--- src/rtl/imw_map.vh ---
// constants for the pin configuration, watchdog and interrupt mask slice
// assumes a 20 MHz core clock and byte-wide register offsets
//
// Contract
// - bit 7 of each pin configuration register picks control input or status output
// - direction bit zero, the reset value, means input; one means output
// - bits 6:0 pick pin function; zero leaves pin high impedance, unassigned
// - watchdog period is 16 bits over low and high byte, in milliseconds
// - a watchdog period of zero disables the watchdog
// - any write to either period byte stops the watchdog at once
// - a stopped watchdog restarts only on the next update strobe write of one
// - update strobe copies buffered registers into active ones, then clears itself
// - each mask bit maps one-to-one onto an interrupt monitor bit
// - a monitor bit records its event only while its mask bit is one
// - all mask bits reset to zero, so no event is seen by default
// - system clock mask bits 7,6,5: unlock, stable, lock events
// - system clock mask bit 4 calibration ended, bit 3 calibration started
// - system clock mask bit 2 watchdog expiry; bits 1:0 reserved zero
// - inputs one and two: bits 0,1,2 and 4,5,6 fault, cleared, validated
// - inputs three and four use a second mask register, same layout
`ifndef IMW_MAP_VH
`define IMW_MAP_VH

`define IMW_UPDATE_OFF    16'h000f
`define IMW_FIRST_OFF     16'h0105
`define IMW_LAST_OFF      16'h0111
`define IMW_PIN_TWO_OFF   16'h0105
`define IMW_PIN_THREE_OFF 16'h0106
`define IMW_RSVD_A_OFF    16'h0107
`define IMW_PIN_FIVE_OFF  16'h0108
`define IMW_PIN_SIX_OFF   16'h0109
`define IMW_PIN_SEVEN_OFF 16'h010a
`define IMW_RSVD_B_OFF    16'h010b
`define IMW_RSVD_C_OFF    16'h010c
`define IMW_WD_LOW_OFF    16'h010d
`define IMW_WD_HIGH_OFF   16'h010e
`define IMW_SYS_MASK_OFF  16'h010f
`define IMW_REF_AB_OFF    16'h0110
`define IMW_REF_CD_OFF    16'h0111

`define IMW_UPDATE_BIT    0
`define IMW_PIN_DIR_BIT   7
`define IMW_PIN_FUNC_MSB  6
`define IMW_REG_RESET     8'h00
`define IMW_SYS_WMASK     8'hfc
`define IMW_REF_WMASK     8'h77
`define IMW_RSVD_WMASK    8'h00
`define IMW_FULL_WMASK    8'hff

`define IMW_SYS_UNLOCK_BIT 7
`define IMW_SYS_STABLE_BIT 6
`define IMW_SYS_LOCK_BIT   5
`define IMW_SYS_CAL_END_BIT 4
`define IMW_SYS_CAL_GO_BIT 3
`define IMW_SYS_WD_BIT     2

`define IMW_CLK_PERIOD_NS 50
`define IMW_MS_NS         1000000
`define IMW_MS_CYCLES     (`IMW_MS_NS / `IMW_CLK_PERIOD_NS)

`endif

--- src/rtl/imw_cfg_slice.v ---
// pin configuration, millisecond watchdog and interrupt mask slice
// assumes register accesses and status levels come from logic on core_clk_i
`timescale 1ns/100ps
`include "imw_map.vh"

module imw_cfg_slice #(
  parameter MS_CYCLES = `IMW_MS_CYCLES
) (
  input  wire        core_clk_i,
  input  wire        rst_n_i,
  input  wire [15:0] reg_addr_i,
  input  wire [7:0]  reg_wdata_i,
  input  wire        reg_wr_i,
  input  wire        reg_rd_i,
  output wire [7:0]  reg_rdata_o,
  input  wire        system_clock_source_locked_i,
  input  wire        system_clock_source_stable_i,
  input  wire        system_clock_source_cal_busy_i,
  input  wire [3:0]  ref_fault_i,
  input  wire [3:0]  ref_valid_i,
  output wire [4:0]  pin_dir_o,
  output wire [34:0] pin_func_o,
  output wire        wd_expired_o,
  output wire        wd_running_o,
  output wire [7:0]  sys_monitor_evt_o,
  output wire [7:0]  ref_ab_monitor_evt_o,
  output wire [7:0]  ref_cd_monitor_evt_o
);

  localparam NREG = 13;
  localparam integer PRE_LAST_I = MS_CYCLES - 1;
  localparam [14:0] PRE_LAST = PRE_LAST_I[14:0];
  localparam [3:0] IDX_WD_LO = 4'h8;
  localparam [3:0] IDX_WD_HI = 4'h9;
  localparam [3:0] IDX_SYS   = 4'ha;
  localparam [3:0] IDX_AB    = 4'hb;
  localparam [3:0] IDX_CD    = 4'hc;

  reg  [7:0]  buf_reg [0:NREG-1];
  reg  [7:0]  act_reg [0:NREG-1];
  reg  [7:0]  rdata_reg;
  reg         wd_run_reg;
  reg  [14:0] wd_pre_reg;
  reg  [15:0] wd_ms_reg;
  reg         wd_exp_reg;
  reg         lock_prev_reg;
  reg         stable_prev_reg;
  reg         cal_prev_reg;
  reg  [3:0]  fault_prev_reg;
  reg  [3:0]  valid_prev_reg;
  reg  [7:0]  sys_evt_reg;
  reg  [7:0]  ab_evt_reg;
  reg  [7:0]  cd_evt_reg;

  wire [15:0] rel_addr = reg_addr_i - `IMW_FIRST_OFF;
  wire [3:0]  idx      = rel_addr[3:0];
  wire        hit      = (reg_addr_i >= `IMW_FIRST_OFF) && (reg_addr_i <= `IMW_LAST_OFF);
  wire        buf_wr   = reg_wr_i && hit;
  wire        update   = reg_wr_i && (reg_addr_i == `IMW_UPDATE_OFF) && reg_wdata_i[`IMW_UPDATE_BIT];
  wire        wd_write = buf_wr && ((idx == IDX_WD_LO) || (idx == IDX_WD_HI));
  wire [15:0] wd_new   = {buf_reg[IDX_WD_HI], buf_reg[IDX_WD_LO]};
  wire [15:0] wd_per   = {act_reg[IDX_WD_HI], act_reg[IDX_WD_LO]};
  wire [15:0] wd_last  = wd_per - 16'h0001;

  // writable bits per buffered register
  function [7:0] wmask;
    input [3:0] i;
    begin
      case (i)
        4'h2, 4'h6, 4'h7: wmask = `IMW_RSVD_WMASK;
        IDX_SYS:          wmask = `IMW_SYS_WMASK;
        IDX_AB, IDX_CD:   wmask = `IMW_REF_WMASK;
        default:          wmask = `IMW_FULL_WMASK;
      endcase
    end
  endfunction

  integer k;

  // buffered and active register banks
  always @(posedge core_clk_i or negedge rst_n_i) begin
    if (!rst_n_i) begin
      for (k = 0; k < NREG; k = k + 1) begin
        buf_reg[k] <= `IMW_REG_RESET;
        act_reg[k] <= `IMW_REG_RESET;
      end
    end else begin
      if (buf_wr) begin
        buf_reg[idx] <= reg_wdata_i & wmask(idx);
      end
      if (update) begin
        for (k = 0; k < NREG; k = k + 1) begin
          act_reg[k] <= buf_reg[k];
        end
      end
    end
  end

  // read path; strobe register reads zero as it self-clears
  always @(posedge core_clk_i or negedge rst_n_i) begin
    if (!rst_n_i) begin
      rdata_reg <= 8'h00;
    end else if (reg_rd_i && hit) begin
      rdata_reg <= buf_reg[idx];
    end else begin
      rdata_reg <= 8'h00;
    end
  end

  // millisecond watchdog
  always @(posedge core_clk_i or negedge rst_n_i) begin
    if (!rst_n_i) begin
      wd_run_reg <= 1'b0;
      wd_pre_reg <= 15'h0000;
      wd_ms_reg  <= 16'h0000;
      wd_exp_reg <= 1'b0;
    end else begin
      wd_exp_reg <= 1'b0;
      if (wd_write) begin
        wd_run_reg <= 1'b0;
      end else if (update) begin
        wd_run_reg <= (wd_new != 16'h0000);
        wd_pre_reg <= 15'h0000;
        wd_ms_reg  <= 16'h0000;
      end else if (wd_run_reg) begin
        if (wd_pre_reg == PRE_LAST) begin
          wd_pre_reg <= 15'h0000;
          if (wd_ms_reg == wd_last) begin
            wd_ms_reg  <= 16'h0000;
            wd_exp_reg <= 1'b1;
          end else begin
            wd_ms_reg <= wd_ms_reg + 16'h0001;
          end
        end else begin
          wd_pre_reg <= wd_pre_reg + 15'h0001;
        end
      end
    end
  end

  // transition detection of status levels
  wire [7:0] sys_evt;
  wire [3:0] f_rise = ref_fault_i & ~fault_prev_reg;
  wire [3:0] f_fall = ~ref_fault_i & fault_prev_reg;
  wire [3:0] v_rise = ref_valid_i & ~valid_prev_reg;

  assign sys_evt[`IMW_SYS_UNLOCK_BIT]  = lock_prev_reg & ~system_clock_source_locked_i;
  assign sys_evt[`IMW_SYS_STABLE_BIT]  = ~stable_prev_reg & system_clock_source_stable_i;
  assign sys_evt[`IMW_SYS_LOCK_BIT]    = ~lock_prev_reg & system_clock_source_locked_i;
  assign sys_evt[`IMW_SYS_CAL_END_BIT] = cal_prev_reg & ~system_clock_source_cal_busy_i;
  assign sys_evt[`IMW_SYS_CAL_GO_BIT]  = ~cal_prev_reg & system_clock_source_cal_busy_i;
  assign sys_evt[`IMW_SYS_WD_BIT]      = wd_exp_reg;
  assign sys_evt[1:0]                  = 2'b00;

  wire [7:0] ab_evt = {1'b0, v_rise[1], f_fall[1], f_rise[1],
                       1'b0, v_rise[0], f_fall[0], f_rise[0]};
  wire [7:0] cd_evt = {1'b0, v_rise[3], f_fall[3], f_rise[3],
                       1'b0, v_rise[2], f_fall[2], f_rise[2]};

  always @(posedge core_clk_i or negedge rst_n_i) begin
    if (!rst_n_i) begin
      lock_prev_reg   <= 1'b0;
      stable_prev_reg <= 1'b0;
      cal_prev_reg    <= 1'b0;
      fault_prev_reg  <= 4'h0;
      valid_prev_reg  <= 4'h0;
      sys_evt_reg     <= 8'h00;
      ab_evt_reg      <= 8'h00;
      cd_evt_reg      <= 8'h00;
    end else begin
      lock_prev_reg   <= system_clock_source_locked_i;
      stable_prev_reg <= system_clock_source_stable_i;
      cal_prev_reg    <= system_clock_source_cal_busy_i;
      fault_prev_reg  <= ref_fault_i;
      valid_prev_reg  <= ref_valid_i;
      sys_evt_reg     <= sys_evt & act_reg[IDX_SYS];
      ab_evt_reg      <= ab_evt & act_reg[IDX_AB];
      cd_evt_reg      <= cd_evt & act_reg[IDX_CD];
    end
  end

  // pin configuration from active bank: two, three, five, six, seven
  assign pin_dir_o = {act_reg[5][`IMW_PIN_DIR_BIT], act_reg[4][`IMW_PIN_DIR_BIT],
                      act_reg[3][`IMW_PIN_DIR_BIT], act_reg[1][`IMW_PIN_DIR_BIT],
                      act_reg[0][`IMW_PIN_DIR_BIT]};
  assign pin_func_o = {act_reg[5][`IMW_PIN_FUNC_MSB:0], act_reg[4][`IMW_PIN_FUNC_MSB:0],
                       act_reg[3][`IMW_PIN_FUNC_MSB:0], act_reg[1][`IMW_PIN_FUNC_MSB:0],
                       act_reg[0][`IMW_PIN_FUNC_MSB:0]};

  assign reg_rdata_o          = rdata_reg;
  assign wd_expired_o         = wd_exp_reg;
  assign wd_running_o         = wd_run_reg;
  assign sys_monitor_evt_o    = sys_evt_reg;
  assign ref_ab_monitor_evt_o = ab_evt_reg;
  assign ref_cd_monitor_evt_o = cd_evt_reg;

endmodule

--- config.mk ---
export PLATFORM = sky130hd
export DESIGN_NAME = imw_cfg_slice
export DESIGN_NICKNAME = d
export VERILOG_FILES = /design/src/rtl/imw_cfg_slice.v
export VERILOG_INCLUDE_DIRS = /design/src /design/src/rtl
export SDC_FILE = /design/constraint.sdc
export NUM_CORES = 1
export LEC_CHECK = 0
export BUFFER_PORTS_ARGS = -buffer_cell sky130_fd_sc_hd__buf_2
export CORE_ASPECT_RATIO = 0.8
export CORE_MARGIN = 2
export CORE_UTILIZATION = 35
export CTS_CLUSTER_DIAMETER = 80
export DETAILED_ROUTE_END_ITERATION = 8
export GPL_TIMING_DRIVEN = 0
export SLEW_MARGIN = 20
export SYNTH_ARGS = -nofsm -noshare
export SYNTH_HDL_FRONTEND = slang
export SYNTH_SLANG_ARGS = --single-unit
--- constraint.sdc ---
create_clock -name core_clk_i -period 3.1 [get_ports core_clk_i]
set_input_delay 0.62 -clock core_clk_i [delete_from_list [all_inputs] [get_ports core_clk_i]]
set_output_delay 0.62 -clock core_clk_i [all_outputs]
set_load 0.1 [all_outputs]
Yosys cells after proc, flatten, opt, wreduce, memory -nomap -nowiden
Cells that the tools add are included.

Register bits after elaboration: 260. Input port bits: 39. Output and inout port bits: 74. Logic and storage cells: 116.

$add $sub $neg: 4. Magnitude comparators: 4. Eq/ne operators: 11. Multiplexer cells: 23. Bitwise logic cells: 22. Reduce and logical (&&, ||, !) cells: 16.

Operators with widths (count): bitwise mux 104 bit (1); two-way mux 16 bit (4); two-way mux 15 bit (3); two-way mux 8 bit (5); binary-select mux 8 bit (select 4 bit) (1); demux 8 bit (select 4 bit) (1); case mux 8 bit (3 select lines) (1); equality test 4 bit, second input constant (5); adder 16 x 1 -> 16 bit, second input constant (1); AND 7 x 8 -> 8 bit (2); AND 8 bit (2); equality test 16 bit (1); equality test 16 x 4 -> 1 bit, second input constant (1); greater-or-equal comparator 16 x 9 -> 1 bit, second input constant (1); <= comparator 16 x 9 -> 1 bit, second input constant (1); nonzero test 16 bit (1); subtractor 16 x 1 -> 16 bit, second input constant (1); adder 15 x 1 -> 15 bit, second input constant (1); equality test 15 bit, second input constant (1); AND 4 bit (3); inverter 4 bit (3); equality test 4 x 3 -> 1 bit, second input constant (2); logical AND 1 bit (7); two-way mux 1 bit (7); other kinds (13) (24).

Longest topological paths before layout
Gate-level depths: netlist (run 1).

Depth after elaboration: 7. Mapped depth: 13. Depth with buffers taken out: 9.

Least setup slack after synthesis (run 1)
Ideal clock, no wire load.

Path type: input port to flip-flop. From: input reg_addr_i[0]. To: register wd_pre_reg[14]. Setup time: 0.125 ns. Arrival: 3.568 ns. Required time: 2.975 ns. Setup slack: -0.593 ns. Cell stages on the path: 13. Buffers on the path: 4. Cell sequence: buf_2 > clkbuf_1 > inv_1 > ha_1 > nand2b_1 > a211oi_1 > or4b_2 > clkbuf_1 > o22a_1 > buf_2 > and4_1 > xnor2_1 > nor2_1.

Cells in the longest elaborated chain, start to end: 6.

RTL lines: start, declared (line imw_cfg_slice.v:11) `input wire [15:0] reg_addr_i,`; greater-or-equal comparator 16 x 9 -> 1 bit (no source line) (tied with other cells); logical AND 1 bit / equality test 4 bit (equally long branches) (line imw_cfg_slice.v:57, imw_cfg_slice.v:60); logical AND 1 bit / logical OR 1 bit (equally long branches) (line imw_cfg_slice.v:58, imw_cfg_slice.v:60); logical AND 1 bit (line imw_cfg_slice.v:60) `wire wd_write = buf_wr && ((idx == IDX_WD_LO) || (idx == IDX_WD_HI));`; inverter 1 bit (no source line); AND reduction 2 bit (no source line); end signal, assigned (line imw_cfg_slice.v:135) `wd_pre_reg <= wd_pre_reg + 15'h0001;`; end, declared (line imw_cfg_slice.v:43) `reg [14:0] wd_pre_reg;`.

Several ways; a longest one is shown, not always the timed one. A chain may end at the register's enable or synchronous reset.

Worst setup path after layout (run 1)
Same ends and word-level chain as after synthesis.

==> out/results.ini, run 1 <==
[sta]
worst_slew_pin_slew_ns = 0.837
finalHoldViolations = 0
drv_slew = 0
fin_skew_ns = 0.0124
fin_crit_sh = 0.978
setup-violations-final = 0
slew_headroom = 0.437
period_needed_ns = 3.03
fmax_mhz = 330
setup_ws_ns = 0.0694

[critical_path]
end_kind = register
crit_buf_inv = 5
crit_chain = buf_2, buf_6, clkbuf_16, inv_4, ha_4, nor2_1, o31a_1, or4b_2, o22a_1, buf_6, and4_1, xnor2_1, nor2_1
path_max_fanout = 10
crit_family = simple AND/OR/NAND/NOR gates
start_kind = input port
worst_ep_arrival_time_ns = 3.44
worst-setup-path-type = input port to register
max_stage_delay_ns = 0.82
crit_required_ns = 3.51
cp_slowest_cell = or4b_2

[logic_synthesis]
synth_flop_cell = dfrtp_1
ys_seq_elements = 248
yosysSeqAreaShare = 0.541
synthArstFlopShare = 1.00
netlist_top_cells_area = dfrtp_1 54%, nand2_1 12%, o21ai_0 4.8%
synth_top_area_share = 0.541
synth_cells = 1181
avgSynthCellArea_um2 = 9.71
synth_top_area_cell = dfrtp_1
yosys_warnings = 0
netlist_area_mm2 = 0.0115
synth_edf_count = 0
synth_cell_types = 72

[drt]
drc = 0
vias_per_cell = 5.12
vias = 9100
drtPass1Iterations = 7
wirelength_mm = 31.5
ant_nets = 0
drt_iter0_drc = 738
avgRoutedWirePerCell_um = 17.7

[power_and_ir_drop]
power_mw = 6.94
power.internal_mw = 5.33
power_frac_comb = 0.051
p_per_area_mw_per_mm2 = 505
p_sw_mw = 1.61
leakagePower_nw = 6.74
pwr-share-seq = 0.468
peakVddDrop_mv = 0.313
p_clk_frac = 0.481
switching_share = 0.231

[cells_and_area]
largest_reg_flops = 104
n_antenna_cell = 0
layout-drive-gt1-share = 0.204
area_growth_pct = 19.9
utilization = 0.424
fin_nets = 1377

[global_routing]
overflow = 0
grt_pass1_vias = 8777
grt_start_max_net_pins = 91
grtUsageTotal = 0.186
antenna_found_initial = 0
grt_pass1_wl_mm = 50.1

[floorplanning]
coreArea_mm2 = 0.0324
rows = 59
io_pins = 113
start_util = 0.354
die_area_mm2 = 0.0342
die_h_um = 166
die_w_um = 206

[placed_design]
place.gp.congestion = 0.883
hpwl_mm = 22.8
port_buffers = 106
dp_worst_setup_slack_ns = -0.803

[clock_tree]
cts_buffers = 27
clock-sinks = 248
clk_latency_ns = 0.53
cts_hold_buf = 0
clockBufferDepth = 3
path_clk_slew_ns = 0.06
htreeDepth = 1
cts_root_buf = clkbuf_16
cts_tree = yes

[worst_hold_path]
hold_class = input port to asynchronous set/reset pin

[outcome]
status = finished, final reports clean

[job]
cap_violations = 0

[cell usage after synthesis, types with 4 or more instances]
| library cell | n |
|---|---|
| a221oi_1 | 6 |
| mux4_2 | 19 |
| a32oi_1 | 4 |
| a21boi_0 | 5 |
| a21oi_1 | 5 |
| a311oi_1 | 6 |
| nor2_1 | 47 |
| dfrtp_1 | 248 |
| nand3_1 | 28 |
| xnor2_1 | 12 |
| buf_4 | 46 |
| nand2b_1 | 4 |
| mux2i_1 | 6 |
| o21ai_0 | 111 |
| and4_1 | 4 |
| or4_1 | 9 |
| nand2_1 | 358 |
| ha_1 | 8 |
| nor4_1 | 17 |
| a211oi_1 | 6 |
| inv_1 | 6 |
| nand4_1 | 20 |
| and3b_1 | 6 |
| and2_1 | 29 |
| clkbuf_1 | 52 |
| xor2_1 | 22 |
| nor3_1 | 13 |
| and3_1 | 19 |
| a21o_1 | 4 |
[layer usage]
| layer | track usage | routed length [µm] |
|---|---|---|
| met1 | 0.302 | 16200 |
| met2 | 0.257 | 12900 |
| met3 | 0.0294 | 1870 |
| met4 | 0.0422 | 542 |
| met5 | 0 | 0 |
[path summary, 6_finish.rpt]
path / slack, ns / end / cells after the start / start
worst min-delay path: 0.09 / ref_ab_monitor_evt_o[2] / 1 / rst_n_i
worst max-delay path: 0.07 / wd_pre_reg[14] / 13 / reg_addr_i[0]
min in group core_clk_i: 0.22 / valid_prev_reg[0] / 1 / ref_valid_i[0]
worst min register to register: 0.39 / sys_monitor_evt_o[6] / 1 / stable_prev_reg
max in group asynchronous: 1.73 / pin_func_o[10] / 3 / rst_n_i
worst max register to register: 0.20 / wd_ms_reg[14] / 9 / act_reg[32]
[through the flow]
stage	setup TNS, ns	area, µm²	cells	hold slack, ns
3_3_place_gp	-847.41	12600	1719	0.382
6_report	0	13700	1777	0.0942
3_5_place_dp	-89.38	12700	1721	0.383
2_1_floorplan	0	11500	1186	0.324
4_1_cts	0	13600	1771	0.114
5_1_grt	-0.00734	13700	1777	0.136
[power by group through the flow]
stage | logic (mW) | clock network (mW) | registers [mW]
2_1_floorplan | 0.165 | 0 | 3.31
3_3_place_gp | 0.334 | 0 | 3.31
3_5_place_dp | 0.347 | 0 | 3.31
4_1_cts | 0.349 | 3.41 | 3.25
5_1_grt | 0.389 | 3.52 | 3.25
6_report | 0.357 | 3.34 | 3.25
[cells in the final DEF, fill, tap and decap left out, types with 5 or more instances in the layout]
cell         n
clkbuf_1    46
nand2_1    357
a21oi_1      5
xor2_1      21
mux4_2      19
ha_1         7
clkbuf_8     6
inv_1        5
dfrtp_1    248
a21boi_0     5
a221oi_1     6
clkbuf_2     7
nand3_1     28
mux2i_1      6
nor3_1      13
and2_1      29
nor2_1      46
buf_4       56
xnor2_1     11
conb_1       6
clkbuf_16   28
buf_2      106
o21ai_0    110
and3_1      19
nand4_1     20
or4_1        9
nor4_1      15
and3b_1      6
a211oi_1     5
[final cells by class]
| class | instances | area [µm²] |
|---|---|---|
| clock inverters | 10 | 140 |
| repair buffers | 118 | 671 |
| well taps | 427 | 534 |
| fillers | 3160 | 18700 |
| plain buffers | 99 | 598 |
| inverters | 7 | 28.8 |
| flip-flops and latches | 248 | 6210 |
| multi-input cells | 829 | 4790 |
| clock buffers | 39 | 781 |
[what timing repair did]
item                       4_1_cts  5_1_grt
setup endpoints to repair       83      112
buffers inserted                 1        9
resized for setup                6       24
hold endpoints to repair         0        0
pin swaps                        1        3
[cell families after synthesis]
family,Yosys count,synth area share
AO/OA/AOI/OAI,170,0.0910
XOR/XNOR,34,0.0260
adder cells (fa/ha/maj),8,0.00873
buffers and inverters,109,0.0517
flip-flops,248,0.541
multiplexers,28,0.0455
other,1,0.000327
AND/OR/NAND/NOR,583,0.235
Note: power is estimated with default switching activity, not from simulation.
==> inputs of run 2 (changes only) <==
PLACE_DENSITY = 0.5   (was default)
==> run 2 against run 1 <==
  * Power shrank 5.9%
  * Maximum frequency increased by 2.0%
  * Clock skew rose by 0.0032 ns
  * Utilization decreased by 0.16 points
  * Combinational power grew 3%
  * Routed wire length rose by 4.5%
  * Via count decreased by 0.64%
  * Die area unchanged
  * Critical path depth is 4 lower
  * Flip-flop and latch count did not move
  * Non-clock buffer count increased by 6
  * Critical path type unchanged
  * Largest power group is now sequential cells
==> out/results.ini, run 2 (synthesized netlist as in run 1, its figures left out) <==
[outcome]
status = finished, final reports clean

[clock_tree]
cts_tree = yes
clockBufferDepth = 3  ; unchanged
path_clk_slew_ns = 0.06  ; about the same
cts_root_buf = clkbuf_16
cts_buffers = 26  ; -3.7%
clock-sinks = 248  ; unchanged
clk_latency_ns = 0.54  ; about the same
htreeDepth = 1  ; unchanged

[floorplanning]
coreArea_mm2 = 0.0324  ; unchanged
rows = 59  ; unchanged
die_h_um = 166  ; unchanged
die_area_mm2 = 0.0342  ; unchanged
io_pins = 113  ; unchanged
start_util = 0.354  ; unchanged
die_w_um = 206  ; unchanged

[critical_path]
crit_start = reg_addr_i[0]
crit_buf_inv = 5  ; unchanged
r2r_start = act_reg[32]
r2r_setup_slack_ns = 0.13  ; -0.07 ns
path_max_fanout = 10  ; unchanged
worst-setup-path-type = input port to register
end_kind = register
start_kind = input port
crit_family = buffers and inverters
worst_ep_arrival_time_ns = 3.35  ; -0.09 ns
crit_required_ns = 3.47  ; -0.04 ns
cp_slowest_cell = clkbuf_1
max_stage_delay_ns = 0.59  ; -0.23 ns
crit_chain = buf_2, buf_6, clkbuf_16, inv_4, ha_1, clkbuf_1, mux4_2, nand2_1, a311oi_1

[sta]
setup-violations-final = 0  ; unchanged
drv_slew = 0  ; unchanged
fin_crit_sh = 0.959  ; -0.0188
rsz0062_at_grt = true
setup_ws_ns = 0.128  ; +0.0584 ns
worst_slew_pin_slew_ns = 0.921  ; +0.0840 ns
slew_headroom = 0.380  ; -0.0565
fmax_mhz = 336  ; +2.0%
period_needed_ns = 2.97  ; -0.0584 ns
finalHoldViolations = 0  ; unchanged
fin_skew_ns = 0.0156  ; +0.00322 ns

[job]
cap_violations = 0  ; unchanged

[power_and_ir_drop]
p_per_area_mw_per_mm2 = 477  ; -5.6%
p_clk_frac = 0.446  ; -0.035
power_frac_comb = 0.056  ; +0.005
p_sw_mw = 1.54  ; -4.0%
peakVddDrop_mv = 0.305  ; -2.7%
power.internal_mw = 4.99  ; -6.5%
leakagePower_nw = 6.71  ; -0.52%
switching_share = 0.236  ; +0.00467
power_mw = 6.53  ; -5.9%
pwr-share-seq = 0.497  ; +0.029

[drt]
drtPass1Iterations = 5  ; -2
ant_nets = 0  ; unchanged
drc = 0  ; unchanged
avgRoutedWirePerCell_um = 18.5  ; +4.5%
vias = 9042  ; -0.64%
vias_per_cell = 5.09  ; -0.58%
drt_iter0_drc = 640  ; -13%
wirelength_mm = 32.9  ; +4.5%

[placed_design]
place.gp.congestion = 0.844  ; -4.5%
dp.cells = 1722  ; +0.058%
port_buffers = 106  ; unchanged
dp_worst_setup_slack_ns = -0.828  ; -0.0249 ns
hpwl_mm = 23.7  ; +3.9%

[cells_and_area]
fin_nets = 1382  ; +0.36%
largest_reg_flops = 104  ; unchanged
area_growth_pct = 19.5
fillers = 3176  ; +0.51%
utilization = 0.423  ; -0.00158
fin_cells = 1776  ; -0.056%
layout_commonest_cell = nand2_1
final_cell_mix = 357 x nand2_1, 248 x dfrtp_1, 110 x o21ai_0, 107 x buf_2, 59 x buf_4
layout-drive-gt1-share = 0.203  ; -0.000590
n_antenna_cell = 0  ; unchanged

[worst_hold_path]
hold_class = input port to register
min_from = ref_valid_i[1]

[global_routing]
grt_pass1_wl_mm = 51.3  ; +2.4%
grtUsageTotal = 0.194  ; +0.00772
grt_start_max_net_pins = 73  ; -20%
antenna_found_initial = 0  ; unchanged
grt_pass1_vias = 8587  ; -2.2%
overflow = 0  ; unchanged

## run 2: changes by cell type in the layout (fill, tap and decap cells not counted), sizes merged
cell	before	now
clkinvlp	2	1
inv	8	7
buf	169	174
bufinv	3	0
clkbuf	87	86
dlygate4sd3	0	1
clkinv	4	3
## run 2: worst register-to-register path: stages (launching register included)
cell      delay [ns]
dfrtp_1         0.46
inv_1           0.11
ha_1            0.22
nor3b_4         0.40
buf_4           0.19
xnor2_1         0.05
nor4_1          0.70
o211ai_4        0.25
nor3_4          0.22
buf_12          0.15
nor4_1          0.06
## run 2: final timing paths
check                                          endpoint  cells past startpoint
worst min register to register  ref_ab_monitor_evt_o[6]                      1
min in group asynchronous                 wd_ms_reg[13]                      2
worst min-delay path                  valid_prev_reg[1]                      1
max in group asynchronous       ref_cd_monitor_evt_o[2]                      5
worst max register to register            wd_ms_reg[14]                     10
worst max-delay path                     reg_rdata_o[1]                      9
## run 2: timing repair
item	4_1_cts	5_1_grt
pin swaps	2	4
hold buffers	1	0
gates resized for setup	7	30
setup buffers	2	12
endpoints found under the setup margin	92	124
endpoints found under the hold margin	40	0
gates cloned	0	0
## run 2: final cells by class
class	count	area [µm²]	area share
buffer	99	599	0.0438
clock inverter	4	22.5	0.00164
clock buffer	38	747	0.0545
sequential	248	6210	0.453
timing repair buffer	124	751	0.0548
inverter	7	28.8	0.00210
multi-input combinational	829	4810	0.351
tap	427	534	0.0390
## run 2: metrics by stage
| stage | cell area (µm²) | hold slack [ns] | TNS [ns] |
|---|---|---|---|
| 3_3_place_gp | 12600 | 0.382 | -891.12 |
| 2_1_floorplan | 11500 | 0.324 | 0 |
| 4_1_cts | 13500 | 0.180 | 0 |
| 6_report | 13700 | 0.203 | 0 |
| 5_1_grt | 13700 | 0.196 | -0.0283 |
| 3_5_place_dp | 12700 | 0.384 | -94.39 |
## run 2: power by group through the flow
stage	registers [mW]	clock network (mW)	logic [mW]
final	3.25	2.91	0.368
after global routing	3.25	3.12	0.399
after CTS	3.25	2.99	0.363
after detailed placement	3.31	0	0.357
after global placement	3.31	0	0.342
after floorplan	3.31	0	0.165
## run 2: per-layer routing
layer | vias to the layer above | share of wire | global-route usage
met3 | 43 | 0.067 | 0.0387
met2 | 269 | 0.41 | 0.267
met4 | 0 | 0.019 | 0.0450
met5 | - | 0 | 0
li1 | 4328 | - | -
met1 | 4402 | 0.51 | 0.309
==> inputs of run 3 (changes only) <==
REMOVE_ABC_BUFFERS = 1   (was default)
==> run 3 against run 2 <==
  * Final cell count is 5.0% lower
  * Cell area is 2.0% lower
  * Count of clock-buffer cells in the layout is 1 higher
  * Die area stayed put
  * Maximum frequency is 0.12% lower
==> out/results.ini, run 3 (synthesized netlist as in run 1, its figures left out) <==
[outcome]
status = finished, final reports clean

[clock_tree]
cts_hold_buf = 0  ; -1
clk_latency_ns = 0.55  ; about the same
htreeDepth = 1  ; unchanged
cts_tree = yes
cts_root_buf = clkbuf_16
cts_buffers = 28  ; +7.7%
path_clk_slew_ns = 0.06  ; about the same
clockBufferDepth = 3  ; unchanged
clock-sinks = 248  ; unchanged

[global_routing]
grtUsageTotal = 0.182  ; -0.0117
antenna_found_initial = 0  ; unchanged
grt_start_max_net_pins = 68  ; -6.8%
grt_pass1_vias = 8429  ; -1.8%
overflow = 0  ; unchanged
grt_pass1_wl_mm = 49.0  ; -4.4%

[cells_and_area]
layout-drive-gt1-share = 0.184  ; -0.0191
finish.instance_area_mm2 = 0.0134  ; -2.0%
final_cell_mix = 357 x nand2_1, 248 x dfrtp_1, 110 x o21ai_0, 105 x buf_2, 45 x nor2_1
largest_reg_flops = 104  ; unchanged
multi_input_area_mm2 = 0.00482  ; +0.26%
fillers = 3114  ; -2.0%
layout_commonest_cell = nand2_1
area_growth_pct = 17.1
seqCellArea_mm2 = 0.00621  ; unchanged
n_antenna_cell = 0  ; unchanged
fin_nets = 1287  ; -6.9%

[placed_design]
dp_worst_setup_slack_ns = -1.58  ; -0.753 ns
dpl-instance-area_mm2 = 0.0123  ; -3.3%
place.gp.congestion = 0.792  ; -6.2%
hpwl_mm = 21.2  ; -10%
port_buffers = 106  ; unchanged

[critical_path]
worst_ep_arrival_time_ns = 3.38  ; +0.03 ns
crit_required_ns = 3.51  ; +0.04 ns
max_stage_delay_ns = 0.82  ; +0.23 ns
crit_family = simple AND/OR/NAND/NOR gates
start_kind = input port
crit_start = reg_addr_i[0]
worst-setup-path-type = input port to register
crit_buf_inv = 2  ; -3
r2r-end = wd_expired_o
end_kind = register
reg2reg_depth = 7  ; -3
cp_slowest_cell = or4b_2
cp_common_cell = nor2_1
r2r_setup_slack_ns = 0.20  ; +0.07 ns
cp.depth = 10  ; +1
r2r_start = act_reg[34]
crit_end = wd_pre_reg[14]
path_max_fanout = 24  ; +14
crit_chain = clkbuf_8, inv_1, ha_2, nor2_1, o31a_1, or4b_2, o22a_1, and4_1, xnor2_1, nor2_1

[power_and_ir_drop]
peakVddDrop_mv = 0.406  ; +33%
p_per_area_mw_per_mm2 = 531  ; +11%
leakagePower_nw = 6.50  ; -3.1%

[sta]
drv_slew = 0  ; unchanged
setup_ws_ns = 0.124  ; -0.00349 ns
finalHoldViolations = 0  ; unchanged
period_needed_ns = 2.98  ; +0.00349 ns
rsz0062_at_grt = true
setup-violations-final = 0  ; unchanged
fmax_mhz = 336  ; -0.12%
fin_skew_ns = 0.0173  ; +0.00171 ns
fin_crit_sh = 0.960  ; +0.00113
slew_headroom = 0.414  ; +0.0335
worst_slew_pin_slew_ns = 0.871  ; -0.0498 ns

[worst_hold_path]
hold_class = input port to asynchronous set/reset pin

[floorplanning]
die_area_mm2 = 0.0342  ; unchanged
die_w_um = 206  ; unchanged
start_util = 0.354  ; unchanged
die_h_um = 166  ; unchanged
io_pins = 113  ; unchanged
rows = 59  ; unchanged
coreArea_mm2 = 0.0324  ; unchanged

[drt]
vias = 8664  ; -4.2%
vias_per_cell = 5.13  ; +0.81%
avgRoutedWirePerCell_um = 18.3  ; -1.4%
drc = 0  ; unchanged
drt_iter0_drc = 589  ; -8.0%
drtPass1Iterations = 5  ; unchanged
wirelength_mm = 30.8  ; -6.3%
ant_nets = 0  ; unchanged

[job]
cap_violations = 0  ; unchanged

run 3: changes by cell type in the layout (fill, tap and decap cells not counted), sizes merged:
| cell | previous run | this run |
|---|---|---|
| clkinvlp | 1 | 2 |
| or2 | 4 | 5 |
| clkbuf | 86 | 40 |
| clkinv | 3 | 5 |
| inv | 7 | 8 |
| dlygate4sd3 | 1 | 0 |
| bufinv | 0 | 4 |
| buf | 174 | 124 |
run 3: routing by layer:
| metal | part of all wire | vias up | track usage |
|---|---|---|---|
| met3 | 0.053 | 48 | 0.0265 |
| li1 | - | 4138 | - |
| met5 | 0 | - | 0 |
| met2 | 0.41 | 209 | 0.254 |
| met4 | 0.019 | 0 | 0.0382 |
| met1 | 0.52 | 4269 | 0.296 |
run 3: layout make-up:
type                            instances  area share
Clock inverter                         12      0.0126
Clock buffer                           39      0.0606
Timing Repair Buffer                  125      0.0635
Multi-Input combinational cell        830       0.359
Inverter                                7     0.00196
Sequential cell                       248       0.462
Tap cell                              427      0.0398
run 3: how the worst min path moves through the flow:
stage / startpoint / end / slack [ns] / cells after the start
4_1_cts: rst_n_i / stable_prev_reg / 0.02 / 1
2_1_floorplan: rst_n_i / act_reg[0] / 0.32 / 0
5_1_grt: rst_n_i / stable_prev_reg / 0.03 / 1
3_5_place_dp: valid_prev_reg[3] / ref_cd_monitor_evt_o[6] / 0.39 / 1
6_report: rst_n_i / stable_prev_reg / 0.005 / 1
3_3_place_gp: valid_prev_reg[3] / ref_cd_monitor_evt_o[6] / 0.38 / 1
run 3: repair_timing:
item                       CTS  global route
pin swaps                    1             4
cloned                       0             1
setup endpoints to repair  116            69
setup buffers                1             7
resized for setup            7            13
run 3: metrics by stage:
step / hold WS (ns) / std cells / TNS, ns / power [mW] / util
floorplan: 0.324 / 1084 / -107.26 / 3.45 / -
global placement: 0.382 / 1617 / -1492.22 / 3.62 / 0.370
detailed placement: 0.389 / 1628 / -119.97 / 3.66 / 0.379
CTS: 0.0163 / 1680 / 0 / 7.22 / 0.410
global route: 0.0298 / 1688 / -0.212 / 7.38 / 0.414
finish: 0.00545 / 1688 / 0 / 7.12 / 0.414
run 3: worst reg2reg max path, cell delays in order, from the launching register on:
cell	delay, ns
dfrtp_1	0.48
or4_1	0.66
or4b_1	0.55
a211o_1	0.31
nand3_2	0.12
and3_1	0.19
o211ai_2	0.15
nor4_2	0.33
run 3: power breakdown:
| group | internal (mW) | total [mW] | switching [mW] | leakage (nW) |
|---|---|---|---|---|
| combinational | 0.0905 | 0.348 | 0.258 | 2.62 |
| sequential | 3.24 | 3.25 | 0.00288 | 3.39 |
| clock | 2.16 | 3.53 | 1.37 | 0.480 |
